==> config.mk <==
export PLATFORM = sky130hd
export DESIGN_NAME = core_clock_override
export DESIGN_NICKNAME = d
export VERILOG_FILES = /design/src/common/clk_override_pkg.sv /design/src/hw/core_clock_override.sv
export SDC_FILE = /design/constraint.sdc
export NUM_CORES = 1
export LEC_CHECK = 0
export BUFFER_PORTS_ARGS = -buffer_cell sky130_fd_sc_hd__buf_2
export CORE_MARGIN = 4
export CORE_UTILIZATION = 56
export CTS_CLUSTER_DIAMETER = 120
export DETAILED_ROUTE_END_ITERATION = 8
export PLACE_DENSITY = 0.85
export SYNTH_ARGS = -nofsm -noshare
export SYNTH_HDL_FRONTEND = slang
export SYNTH_SLANG_ARGS = --single-unit
==> constraint.sdc <==
create_clock -name clk -period 3.68 [get_ports clk]
set_input_delay 0.736 -clock clk [delete_from_list [all_inputs] [get_ports clk]]
set_output_delay 0.736 -clock clk [all_outputs]
set_load 0.005 [all_outputs]
==> src/common/clk_override_pkg.sv <==
// Register map, field positions and timing for the core clock override block
package clk_override_pkg;
  localparam int          ADDR_W        = 8;
  localparam int          DATA_W        = 32;
  localparam logic [7:0]  CTRL_OFS      = 8'h00;  // spare control word
  localparam logic [7:0]  STAT_OFS      = 8'h04;  // clock switch status
  localparam logic [31:0] CTRL_RST      = 32'h0000_0000;
  localparam logic [31:0] RD_ZERO       = 32'h0000_0000;
  localparam int          SYSDIV_DIS_B  = 3;
  localparam int          FBDIV_DIS_B   = 2;
  localparam int          SYSDIV_RST_B  = 1;
  localparam int          CLK_SEL_RC_B  = 0;
  localparam int          STAT_STATE_LO = 0;      // status[1:0] switch state
  localparam int          STAT_SEL_B    = 2;      // status[2] rc selected
  localparam int          STAT_SYSG_B   = 3;      // status[3] system gate open
  localparam int          STAT_RCG_B    = 4;      // status[4] rc gate open
  localparam int          CLK_PERIOD_NS = 10;
  localparam int          GATE_GAP_NS   = 20;     // both gates shut this long
  localparam int          GATE_CYCLES   = (GATE_GAP_NS + CLK_PERIOD_NS - 1) / CLK_PERIOD_NS;
  localparam int          CNT_W         = 4;

  typedef enum logic [1:0] {
    ST_SYS    = 2'b00,
    ST_TO_RC  = 2'b01,
    ST_RC     = 2'b10,
    ST_TO_SYS = 2'b11
  } clk_state_e;
endpackage : clk_override_pkg

==> src/hw/core_clock_override.sv <==
// Spare control word with core clock and divider override controls
// Behaviour
// - 32-bit read/write control word, resets zero
// - Bit 3 forces system divider enable low
// - Bit 2 forces APLL feedback enable low
// - Bit 1 holds system divider in reset
// - Bit 0 glitch-free switch to RC clock
module core_clock_override
  import clk_override_pkg::*;
#(
  parameter bit OVERRIDE_EN = 1'b1  // Variant with override bits active
) (
  input  wire logic              clk,           // 100 MHz clock
  input  wire logic              rst_b,         // Async reset, active low
  input  wire logic [ADDR_W-1:0] addr,          // Register byte address
  input  wire logic [DATA_W-1:0] wr_data,       // Write data
  input  wire logic              wr_en,         // Write strobe
  input  wire logic              rd_en,         // Read strobe
  input  wire logic              sysdiv_en_in,  // Normal system divider enable
  input  wire logic              fbdiv_en_in,   // Normal feedback divider enable
  output logic [DATA_W-1:0]      rd_data,       // Read data, cycle after strobe
  output logic                   sysdiv_en,     // System divider enable
  output logic                   fbdiv_en,      // APLL feedback divider enable
  output logic                   sysdiv_rst,    // System divider reset, high
  output logic                   core_sel_rc,   // Core clock mux selects RC
  output logic                   sys_clk_gate,  // System clock gate open
  output logic                   rc_clk_gate    // RC clock gate open
);

  localparam logic [CNT_W-1:0] GAP_LOAD = CNT_W'(GATE_CYCLES - 1);

  logic [DATA_W-1:0] ctrl_r;
  logic [DATA_W-1:0] rd_data_r;
  logic              sysdiv_en_r;
  logic              fbdiv_en_r;
  logic              sysdiv_rst_r;
  logic              sel_rc_r;
  logic              sys_gate_r;
  logic              rc_gate_r;
  logic [CNT_W-1:0]  cnt_r;
  clk_state_e        state_r;
  logic              want_rc;
  logic [DATA_W-1:0] status;

  // Override bit is live only in the variant that has it
  function automatic logic ovr(input logic [DATA_W-1:0] w, input int b);
    ovr = OVERRIDE_EN & w[b];
  endfunction : ovr

  assign want_rc = ovr(ctrl_r, CLK_SEL_RC_B);

  // Status word: switch state and gate view
  always_comb begin
    status                              = RD_ZERO;
    status[STAT_STATE_LO +: 2]          = state_r;
    status[STAT_SEL_B]                  = sel_rc_r;
    status[STAT_SYSG_B]                 = sys_gate_r;
    status[STAT_RCG_B]                  = rc_gate_r;
  end

  // Control word storage, all 32 bits kept
  always_ff @(posedge clk or negedge rst_b) begin
    if (!rst_b) begin
      ctrl_r <= CTRL_RST;
    end else if (wr_en && addr == CTRL_OFS) begin
      ctrl_r <= wr_data;
    end
  end

  // Read port, data one cycle after strobe, unmapped reads zero
  always_ff @(posedge clk or negedge rst_b) begin
    if (!rst_b) begin
      rd_data_r <= RD_ZERO;
    end else if (rd_en) begin
      case (addr)
        CTRL_OFS: rd_data_r <= ctrl_r;
        STAT_OFS: rd_data_r <= status;
        default:  rd_data_r <= RD_ZERO;
      endcase
    end else begin
      rd_data_r <= RD_ZERO;
    end
  end

  // Divider enable and reset overrides
  always_ff @(posedge clk or negedge rst_b) begin
    if (!rst_b) begin
      sysdiv_en_r  <= 1'b0;
      fbdiv_en_r   <= 1'b0;
      sysdiv_rst_r <= 1'b0;
    end else begin
      sysdiv_en_r  <= sysdiv_en_in & ~ovr(ctrl_r, SYSDIV_DIS_B);
      fbdiv_en_r   <= fbdiv_en_in & ~ovr(ctrl_r, FBDIV_DIS_B);
      sysdiv_rst_r <= ovr(ctrl_r, SYSDIV_RST_B);
    end
  end

  // Break-before-make clock switch: shut both gates, then move mux and open one on the same edge
  always_ff @(posedge clk or negedge rst_b) begin
    if (!rst_b) begin
      state_r    <= ST_SYS;
      cnt_r      <= '0;
      sel_rc_r   <= 1'b0;
      sys_gate_r <= 1'b1;
      rc_gate_r  <= 1'b0;
    end else begin
      case (state_r)
        ST_SYS: begin
          if (want_rc) begin
            state_r    <= ST_TO_RC;
            cnt_r      <= GAP_LOAD;
            sys_gate_r <= 1'b0;
          end
        end
        ST_TO_RC: begin
          if (cnt_r == '0) begin
            state_r   <= ST_RC;
            sel_rc_r  <= 1'b1;
            rc_gate_r <= 1'b1;
          end else begin
            cnt_r <= cnt_r - 1'b1;
          end
        end
        ST_RC: begin
          if (!want_rc) begin
            state_r   <= ST_TO_SYS;
            cnt_r     <= GAP_LOAD;
            rc_gate_r <= 1'b0;
          end
        end
        ST_TO_SYS: begin
          if (cnt_r == '0) begin
            state_r    <= ST_SYS;
            sel_rc_r   <= 1'b0;
            sys_gate_r <= 1'b1;
          end else begin
            cnt_r <= cnt_r - 1'b1;
          end
        end
        default: begin
          state_r    <= ST_SYS;
          sel_rc_r   <= 1'b0;
          sys_gate_r <= 1'b1;
          rc_gate_r  <= 1'b0;
        end
      endcase
    end
  end

  // Outputs straight from flops
  assign rd_data      = rd_data_r;
  assign sysdiv_en    = sysdiv_en_r;
  assign fbdiv_en     = fbdiv_en_r;
  assign sysdiv_rst   = sysdiv_rst_r;
  assign core_sel_rc  = sel_rc_r;
  assign sys_clk_gate = sys_gate_r;
  assign rc_clk_gate  = rc_gate_r;
endmodule : core_clock_override

==> results of run 1 <==
## metrics by stage
step                worst slack [ns]  power, uW  hold slack, ns  area [um^2]
global placement                1.11       1310           0.397         3510
floorplan                       1.81       1210           0.373         3050
finish                          1.42       2010           0.434         3730
CTS                             1.43       2030           0.425         3730
detailed placement              1.06       1330           0.413         3510
global route                    1.32       2120           0.440         3730
## synth_stat cells (2+ instances only)
cell type	n	area [um^2]
dfrtp_1	75	1880
mux2_4	30	450
and2_1	26	163
nor2_1	9	33.8
mux2i_1	7	70.1
a21oi_1	6	30.0
ha_1	6	75.1
inv_1	6	22.5
o21ai_0	5	25.0
buf_2	4	20.0
mux2_2	4	45.0
buf_6	3	33.8
nand2_1	3	11.3
a22o_1	2	17.5
nand3b_1	2	15.0
nor2b_1	2	12.5
nor3b_1	2	15.0
## worst register-to-register path, delay by kind of cell, from the launching register on
kind | cells | cell delay (ns)
buf+inv | 1 | 0.07
fa+ha+maj | 1 | 0.19
simple gates | 1 | 0.54
mux | 1 | 0.32
flops | 1 | 0.43
compound gates | 1 | 0.26
## flip-flops by register name (all words and copies together) (netlist names)
name          cells
state_r           2
fbdiv_en          1
core_sel_rc       1
rc_clk_gate       1
rd_data          32
sys_clk_gate      1
ctrl_r           32
sysdiv_en         1
sysdiv_rst        1
cnt_r             4
## worst paths after layout
| check | from | endpoint | slack (ns) |
|---|---|---|---|
| worst min-delay path | ctrl_r[1] | sysdiv_rst | 0.43 |
| worst max register to register | cnt_r[0] | state_r[1] | 1.76 |
| worst max-delay path | addr[5] | ctrl_r[31] | 1.42 |
| min in group asynchronous | rst_b | rd_data[23] | 0.52 |
| worst min register to register | ctrl_r[1] | sysdiv_rst | 0.43 |
| max in group asynchronous | rst_b | ctrl_r[30] | 2.59 |
## cell families after synthesis
logic type               synth area share, %
buffers and inverters                   2.50
AND/OR/NAND/NOR                         11.3
flip-flops                              62.3
multiplexers                            18.5
adder cells (fa/ha/maj)                 2.46
AO/OA/AOI/OAI                           2.87
## cells in the final DEF, fill, tap and decap left out, drive strengths merged, types with 3 or more instances in the layout
master and n:
nor2 9, and2 26, o21ai 5, mux2 34, clkbuf 10, ha 6, a21oi 6, dfrtp 75
mux2i 7, nand2 3, buf 83, inv 7
## final cells by class
| class | instances | area [um^2] | share of cell area, % |
|---|---|---|---|
| clock buffer | 10 | 138 | 3.69 |
| multi-input combinational | 115 | 1070 | 28.8 |
| inverter | 6 | 22.5 | 0.604 |
| timing repair buffer | 83 | 418 | 11.2 |
| tap | 70 | 87.6 | 2.35 |
| clock inverter | 6 | 86.3 | 2.31 |
| sequential | 76 | 1900 | 51.0 |
## report_power, final
part	internal [uW]	switching [uW]	total [uW]
logic	176	178	354
clock network	400	301	701
registers	898	58.8	956
total	1470	538	2010
## metal layers
metal	vias up	share of wire [%]	global-route usage, %
li1	860	-	-
met1	866	42	23.2
met2	59	50	29.4
met3	7	6.5	5.59
met4	0	1.4	7.48
met5	-	0	0
==> flow_summary.yaml, run 1 <==
status:
  status: "finished clean"
timing:
  max-slew-margin-rel_pct: 40.1
  finalSetupViolCount: 0
  drv_slew: 0
  worstMarginPinSlew_ns: 0.899
  setup_tns_ns: 0
  fin_skew_ns: 0.00594
  hold_violations: 0
  grt_setup_unrepaired: "false"
  fmax_ghz: 0.442
  fin_crit_ns: 2.26
  period_share_pct: 61.4
setup_path:
  cpPeakStageDelay_ns: 0.69
  reg2reg_depth: 5
  crit_chain: "buf_2 -> nor4_4 -> nand4b_4 -> mux2_4"
  worstPathMaxFanout: 32
  crit_arrival_ns: 2.48
  cp.depth: 4
  worstSetupPathType: "input pin to flip-flop"
  cp_slowest_cell: "nand4b_4"
  critPathBufInv: 1
  required_ns: 3.90
  cp-end-kind: "flip-flop"
  crit_family: "simple AND/OR/NAND/NOR gates"
  crit_path_start_kind: "input pin"
drt:
  drtIter0Drc: 78
  ant_nets: 0
  vias_per_cell: 4.90
  wl_per_cell_um: 15.1
  vias: 1792
  wl_mm: 5.52
  firstDrtPassIters: 4
  drc: 0
logic_synthesis:
  synth_area_per_cell_um2: 15.0
  ys_ff_latch: 76
  ys_dominant_reg_cell: "dfrtp_1"
  async_reset_ff_share_pct: 100
  synth_area_mm2: 0.00305
  synthesis.instances: 204
  synth-edff-count: 0
  yosysWarnings: 0
  synth.distinct_cells: 29
  synth.net_count: 256
  yosysSeqAreaShare_pct: 62.3
floorplan:
  coreArea_mm2: 0.00520
  io_pins: 84
  start_util_pct: 58.7
  std_cell_rows: 26
  die_area_mm2: 0.00670
  die_w_um: 81.9
  die_height_um: 81.9
clock_network:
  ctsHoldBuffers: 0
  numCtsBuffers: 9
  clock_sinks: 76
  cts_tree: "done"
  cts_setup_buffers: 0
  cts_root_buf: "clkbuf_8"
  cts_max_path_buffers: 2
  htree_levels: 3
  path_clk_slew_ns: 0.08
  cts_resized: 0
  clk_latency_ns: 0.34
placement:
  placed_cells: 350
  dp_hpwl_mm: 3.81
  io_buffers: 83
  globalplace.congestion: 0.815
layout:
  num_antenna_cells: 0
  drive_gt1_share_pct: 46.6
  area_delta_synth_final_pct: 22.1
  fin_cells: 366
  fill_cells: 357
  final_util_pct: 71.7
  fin_nets: 343
global_route:
  grt_overflow: 0
  grt_usage_pct: 18.3
  antenna_found_initial: 0
  grt_max_degree: 77
  grt_pass1_wl_mm: 9.06
  grt_pass1_vias: 1894
job:
  drv_cap: 0
power:
  power_density_mw_per_mm2: 539
  p_leak_uw: 0.00212
  ir_worst_vdd_uv: 341
hold_path:
  hold_path_depth: 0
  min_path_type: "flip-flop to flip-flop"
No activity file was read; power rests on OpenSTA's default activity.
==> run 2: changes to the inputs <==
- CORE_UTILIZATION: 56 -> 47
- PLACE_DENSITY: 0.85 -> 0.76
- clock period: 3.68 -> 1.9 ns (I/O delays scaled with it)
==> run 2 against run 1 <==
Clock skew is 0.0015 ns higher. Via count is 3.5% higher. Critical path depth is 1 higher. Combinational power is 110% higher. Clock-buffer cell count is 1 higher. Core utilization is 11 points lower. Hold slack worse by 0.17 ns. Die area is 17% higher. First-iteration DRC count is 38% lower. Cell count is 4.1% higher. Sequential cell count stayed put. Non-clock buffer count is 8 higher.
==> flow_summary.yaml, run 2 (synthesis results as in run 1) <==
status:
  status: "finished clean"
global_route:
  grt_pass1_vias: 1976
  grt_pass1_wl_mm: 9.44
  grt_overflow: 0
  antenna_found_initial: 0
  grt_max_degree: 35
  grt_usage_pct: 16.1
drt:
  wl_mm: 5.61
  firstDrtPassIters: 3
  drtIter0Drc: 48
  vias_per_cell: 4.87
  drc: 0
  dr_wl_met3_um: 441
  wl_met2_mm: 2.47
  met1Wirelength_mm: 2.61
  vias: 1855
  wl_per_cell_um: 14.7
  ant_nets: 0
  top_layer: "met4"
timing:
  fin_skew_ns: 0.00749
  max-slew-margin-rel_pct: 73.1
  worstMarginPinSlew_ns: 0.401
  finalSetupViolCount: 0
  fin_crit_ns: 1.80
  period_share_pct: 95.0
  hold_violations: 0
  setup_tns_ns: 0
  drv_slew: 0
  fmax_ghz: 0.554
  grt_setup_unrepaired: "true"
power:
  p_sw_share_pct: 26.8
  seq_power_share_pct: 46.8
  combPwrFrac_pct: 19.0
  pwr-share-clk_pct: 34.2
  power_density_mw_per_mm2: 1030
  p_leak_uw: 0.00217
  switchingPower_uw: 1060
  ir_worst_vdd_uv: 667
  intPower_uw: 2900
floorplan:
  die_height_um: 88.6
  std_cell_rows: 29
  io_pins: 84
  die_w_um: 88.6
  coreArea_mm2: 0.00631
  die_area_mm2: 0.00785
  start_util_pct: 48.4
placement:
  dp_hpwl_mm: 4.03
  io_buffers: 83
  globalplace.congestion: 0.757
setup_path:
  cpPeakStageDelay_ns: 0.49
  cp_slowest_cell: "or3b_2"
  timing.rr.start: "cnt_r[0]"
  cp.depth: 5
  cp-end-kind: "flip-flop"
  critPathBufInv: 1
  crit_path_start_kind: "flip-flop"
  crit_arrival_ns: 2.03
  r2r-end: "cnt_r[0]"
  worstPathMaxFanout: 5
  reg2reg_depth: 5
  startpoint: "cnt_r[0]"
  rrSetupSlack_ns: 0.1
  crit_chain: "inv_1 -> ha_1 -> or3b_2 -> o21ai_2 -> mux2_2"
  required_ns: 2.12
  crit_family: "simple AND/OR/NAND/NOR gates"
  worstSetupPathType: "flip-flop to flip-flop"
  crit_end: "cnt_r[0]"
clock_network:
  htree_levels: 3
  cts_root_buf: "clkbuf_8"
  cts_max_path_buffers: 2
  clock_sinks: 76
  clk_latency_ns: 0.34
  cts_tree: "done"
  path_clk_slew_ns: 0.07
  numCtsBuffers: 9
job:
  drv_cap: 0
layout:
  fin_nets: 351
  final_util_pct: 60.9
  num_antenna_cells: 0
  final_common_cell: "buf_2"
  drive_gt1_share_pct: 47.7
  area_delta_synth_final_pct: 25.9
  final_cell_mix: "82 x buf_2, 75 x dfrtp_1, 30 x mux2_4, 26 x and2_1, 10 x clkbuf_8"
hold_path:
  min_path_type: "input pin to flip-flop"
  hold_path_depth: 2
[run 2: final cells by class]
type,instances,area [um^2]
repair buffers,91,518
inverters,6,22.5
clock buffers,11,141
multi-input cells,115,1080
well taps,77,96.3
clock inverters,5,85.1
fillers,512,2470
flip-flops and latches,76,1900
[run 2: what timing repair did]
action                     in CTS  in global routing
hold endpoints to repair       27                  0
setup endpoints to repair       1                  2
hold buffers                    1                  0
buffers inserted                0                  0
gates resized for setup         1                  2
[run 2: worst min-delay path by stage]
| stage | start | endpoint |
|---|---|---|
| after floorplan | rst_b | cnt_r[0] |
| after global placement | rst_b | rd_data[20] |
| after detailed placement | rst_b | ctrl_r[20] |
| after CTS | sysdiv_en_in | sysdiv_en |
| after global routing | wr_data[9] | ctrl_r[9] |
| final | sysdiv_en_in | sysdiv_en |
[run 2: stage by stage]
step	total power, uW	hold WS [ns]	std cells	instance area, um^2	setup WS (ns)
2_1_floorplan	2340	0.0844	204	3050	0.149
3_3_place_gp	2590	0.327	364	3600	0.104
3_5_place_dp	2620	0.333	364	3600	-0.0354
4_1_cts	3980	0.247	381	3840	0.0431
6_report	3960	0.260	381	3840	0.0959
5_1_grt	4190	0.252	381	3840	-0.0105
[run 2: metal layers]
layer,up-vias,track usage [%]
met5,-,0
li1,883,-
met4,0,6.59
met3,9,5.77
met1,901,21.7
met2,62,23.8
[run 2: worst register-to-register path, cell delays in order, from the launching register on]
cell,delay (ns)
dfrtp_1,0.42
inv_1,0.07
ha_1,0.20
or3b_2,0.49
o21ai_2,0.17
mux2_2,0.35
[run 2: power by group through the flow]
stage	clock [uW]	sequential (uW)	combinational, uW
after floorplan	0	1850	485
after global placement	0	1880	709
after detailed placement	0	1880	737
after CTS	1390	1850	745
after global routing	1460	1870	860
final	1350	1850	754
==> run 3: changes to the inputs <==
- CAP_MARGIN: unset -> 10
- CORE_ASPECT_RATIO: unset -> 2
==> run 3 against run 2 <==
Cell area rose by 1.2%. Sequential share of layout area down 0.59 points. Setup slack got worse by 0.016 ns. Via count up 1.1%. Clock skew fell by 0.0019 ns. Non-clock buffer count decreased by 1. Sequential power about the same. Fmax down 0.90%. Core utilization grew 0.77 points.
==> flow_summary.yaml, run 3 (synthesis results as in run 1) <==
drt:
  drtIter0Drc: 103
  firstDrtPassIters: 4
  drc: 0
  vias_per_cell: 4.84
  wl_per_cell_um: 15.4
  ant_nets: 0
  vias: 1876
  wl_mm: 5.96
timing:
  grt_setup_unrepaired: "false"
  hold_violations: 0
  setup_tns_ns: 0
  finalSetupViolCount: 0
  period_share_pct: 95.8
  max-slew-margin-rel_pct: 72.5
  worstMarginPinSlew_ns: 0.410
  holdWs_ns: 0.273
  drv_slew: 0
  fin_crit_ns: 1.82
  fin_skew_ns: 0.00563
  fmax_ghz: 0.549
layout:
  fin_nets: 350
  num_antenna_cells: 0
  final_cell_mix: "82 x buf_2, 75 x dfrtp_1, 30 x mux2_4, 26 x and2_1"
  final_area_mm2: 0.00389
  drive_gt1_share_pct: 47.4
  final_util_pct: 61.7
  final_common_cell: "buf_2"
  area_delta_synth_final_pct: 27.4
setup_path:
  worstSetupPathType: "flip-flop to flip-flop"
  worstPathMaxFanout: 5
  cpPeakStageDelay_ns: 0.47
  cp-end-kind: "flip-flop"
  required_ns: 2.11
  crit_chain: "inv_1 -> ha_1 -> or3b_2 -> o21ai_1 -> mux2_2"
  cp_slowest_cell: "or3b_2"
  crit_arrival_ns: 2.03
  crit_path_start_kind: "flip-flop"
global_route:
  grt_max_degree: 41
  grt_pass1_vias: 2058
  grt_overflow: 0
  antenna_found_initial: 0
  grt_pass1_wl_mm: 9.83
  grt_usage_pct: 17.0
clock_network:
  clk_latency_ns: 0.33
  cts_max_path_buffers: 2
  cts_tree: "done"
  clock_sinks: 76
  cts_setup_buffers: 0
  numCtsBuffers: 9
  cts_root_buf: "clkbuf_16"
  htree_levels: 3
  path_clk_slew_ns: 0.05
placement:
  io_buffers: 83
  place_area_mm2: 0.00361
  dp_hpwl_mm: 4.33
  globalplace.congestion: 0.748
floorplan:
  std_cell_rows: 41
  io_pins: 84
  start_util_pct: 48.4
  die_height_um: 122
  coreArea_mm2: 0.00631
  die_area_mm2: 0.00793
  die_w_um: 65
power:
  seq_power_share_pct: 45.1
  p_leak_uw: 0.00219
  ir_worst_vdd_uv: 859
  finalPower_uw: 4120
  pwr-share-clk_pct: 36.9
  intPower_uw: 3020
  power_density_mw_per_mm2: 1060
  switchingPower_uw: 1100
  combPwrFrac_pct: 18.0
  p_sw_share_pct: 26.8
job:
  drv_cap: 0
hold_path:
  min_path_type: "input pin to flip-flop"
status:
  status: "finished clean"
run 3: cell count changes in the layout (fill, tap and decap cells not counted):
cell	change
clkbuf_16	+9
clkbuf_8	-9
bufinv_16	-2
clkinv_2	+2
buf_4	-1
clkinv_4	-1
mux2i_1	-1
mux2i_2	+1
o21ai_0	+1
o21ai_2	-1
run 3: final timing paths:
check,slack (ns),endpoint,from,cells past startpoint
worst max-delay path,0.08,cnt_r[0],cnt_r[0],5
worst max register to register,0.08,cnt_r[0],cnt_r[0],5
worst min register to register,0.40,sysdiv_rst,ctrl_r[1],0
worst min-delay path,0.27,sysdiv_en,sysdiv_en_in,2
min in group asynchronous,0.47,sysdiv_rst,rst_b,2
max in group asynchronous,0.85,sys_clk_gate,rst_b,3
run 3: layout make-up:
cell class / count / area (um^2)
fillers: 525 / 2420
clock inverters: 4 / 26.3
inverters: 6 / 22.5
multi-input cells: 115 / 1080
repair buffers: 90 / 510
flip-flops and latches: 76 / 1900
clock buffers: 11 / 243
well taps: 86 / 108
run 3: worst max-delay path, delay by kind of cell (launching register included):
| kind | cells | cell delay, ns |
|---|---|---|
| adders and majority gates | 1 | 0.19 |
| AOI/OAI and AO/OA | 1 | 0.21 |
| muxes | 1 | 0.35 |
| buffers and inverters | 1 | 0.07 |
| and+or+nand+nor | 1 | 0.47 |
| DFF | 1 | 0.41 |
run 3: power by group through the flow:
stage | Sequential (uW) | Combinational [uW] | Clock [uW]
after floorplan | 1850 | 485 | 0
after global placement | 1880 | 696 | 0
after detailed placement | 1890 | 731 | 0
after CTS | 1860 | 736 | 1570
after global routing | 1880 | 835 | 1650
final | 1860 | 742 | 1520
run 3: timing repair:
action | CTS | global route
gates resized for setup | 0 | 2
hold endpoints to repair | 17 | 0
hold buffers | 1 | 0
setup endpoints to repair | 0 | 4
run 3: layer usage:
metal	vias to the layer above	GRT usage, %	wire length (um)
li1	879	-	-
met1	923	18.0	2230
met2	62	29.1	3270
met3	12	6.00	323
met4	0	8.74	137
met5	-	0	0
run 3: metrics by stage:
step	setup WS (ns)	instances
floorplan	0.149	204
global placement	0.0878	372
detailed placement	0.0163	372
CTS	0.0136	388
global route	0.0112	388
finish	0.0795	388
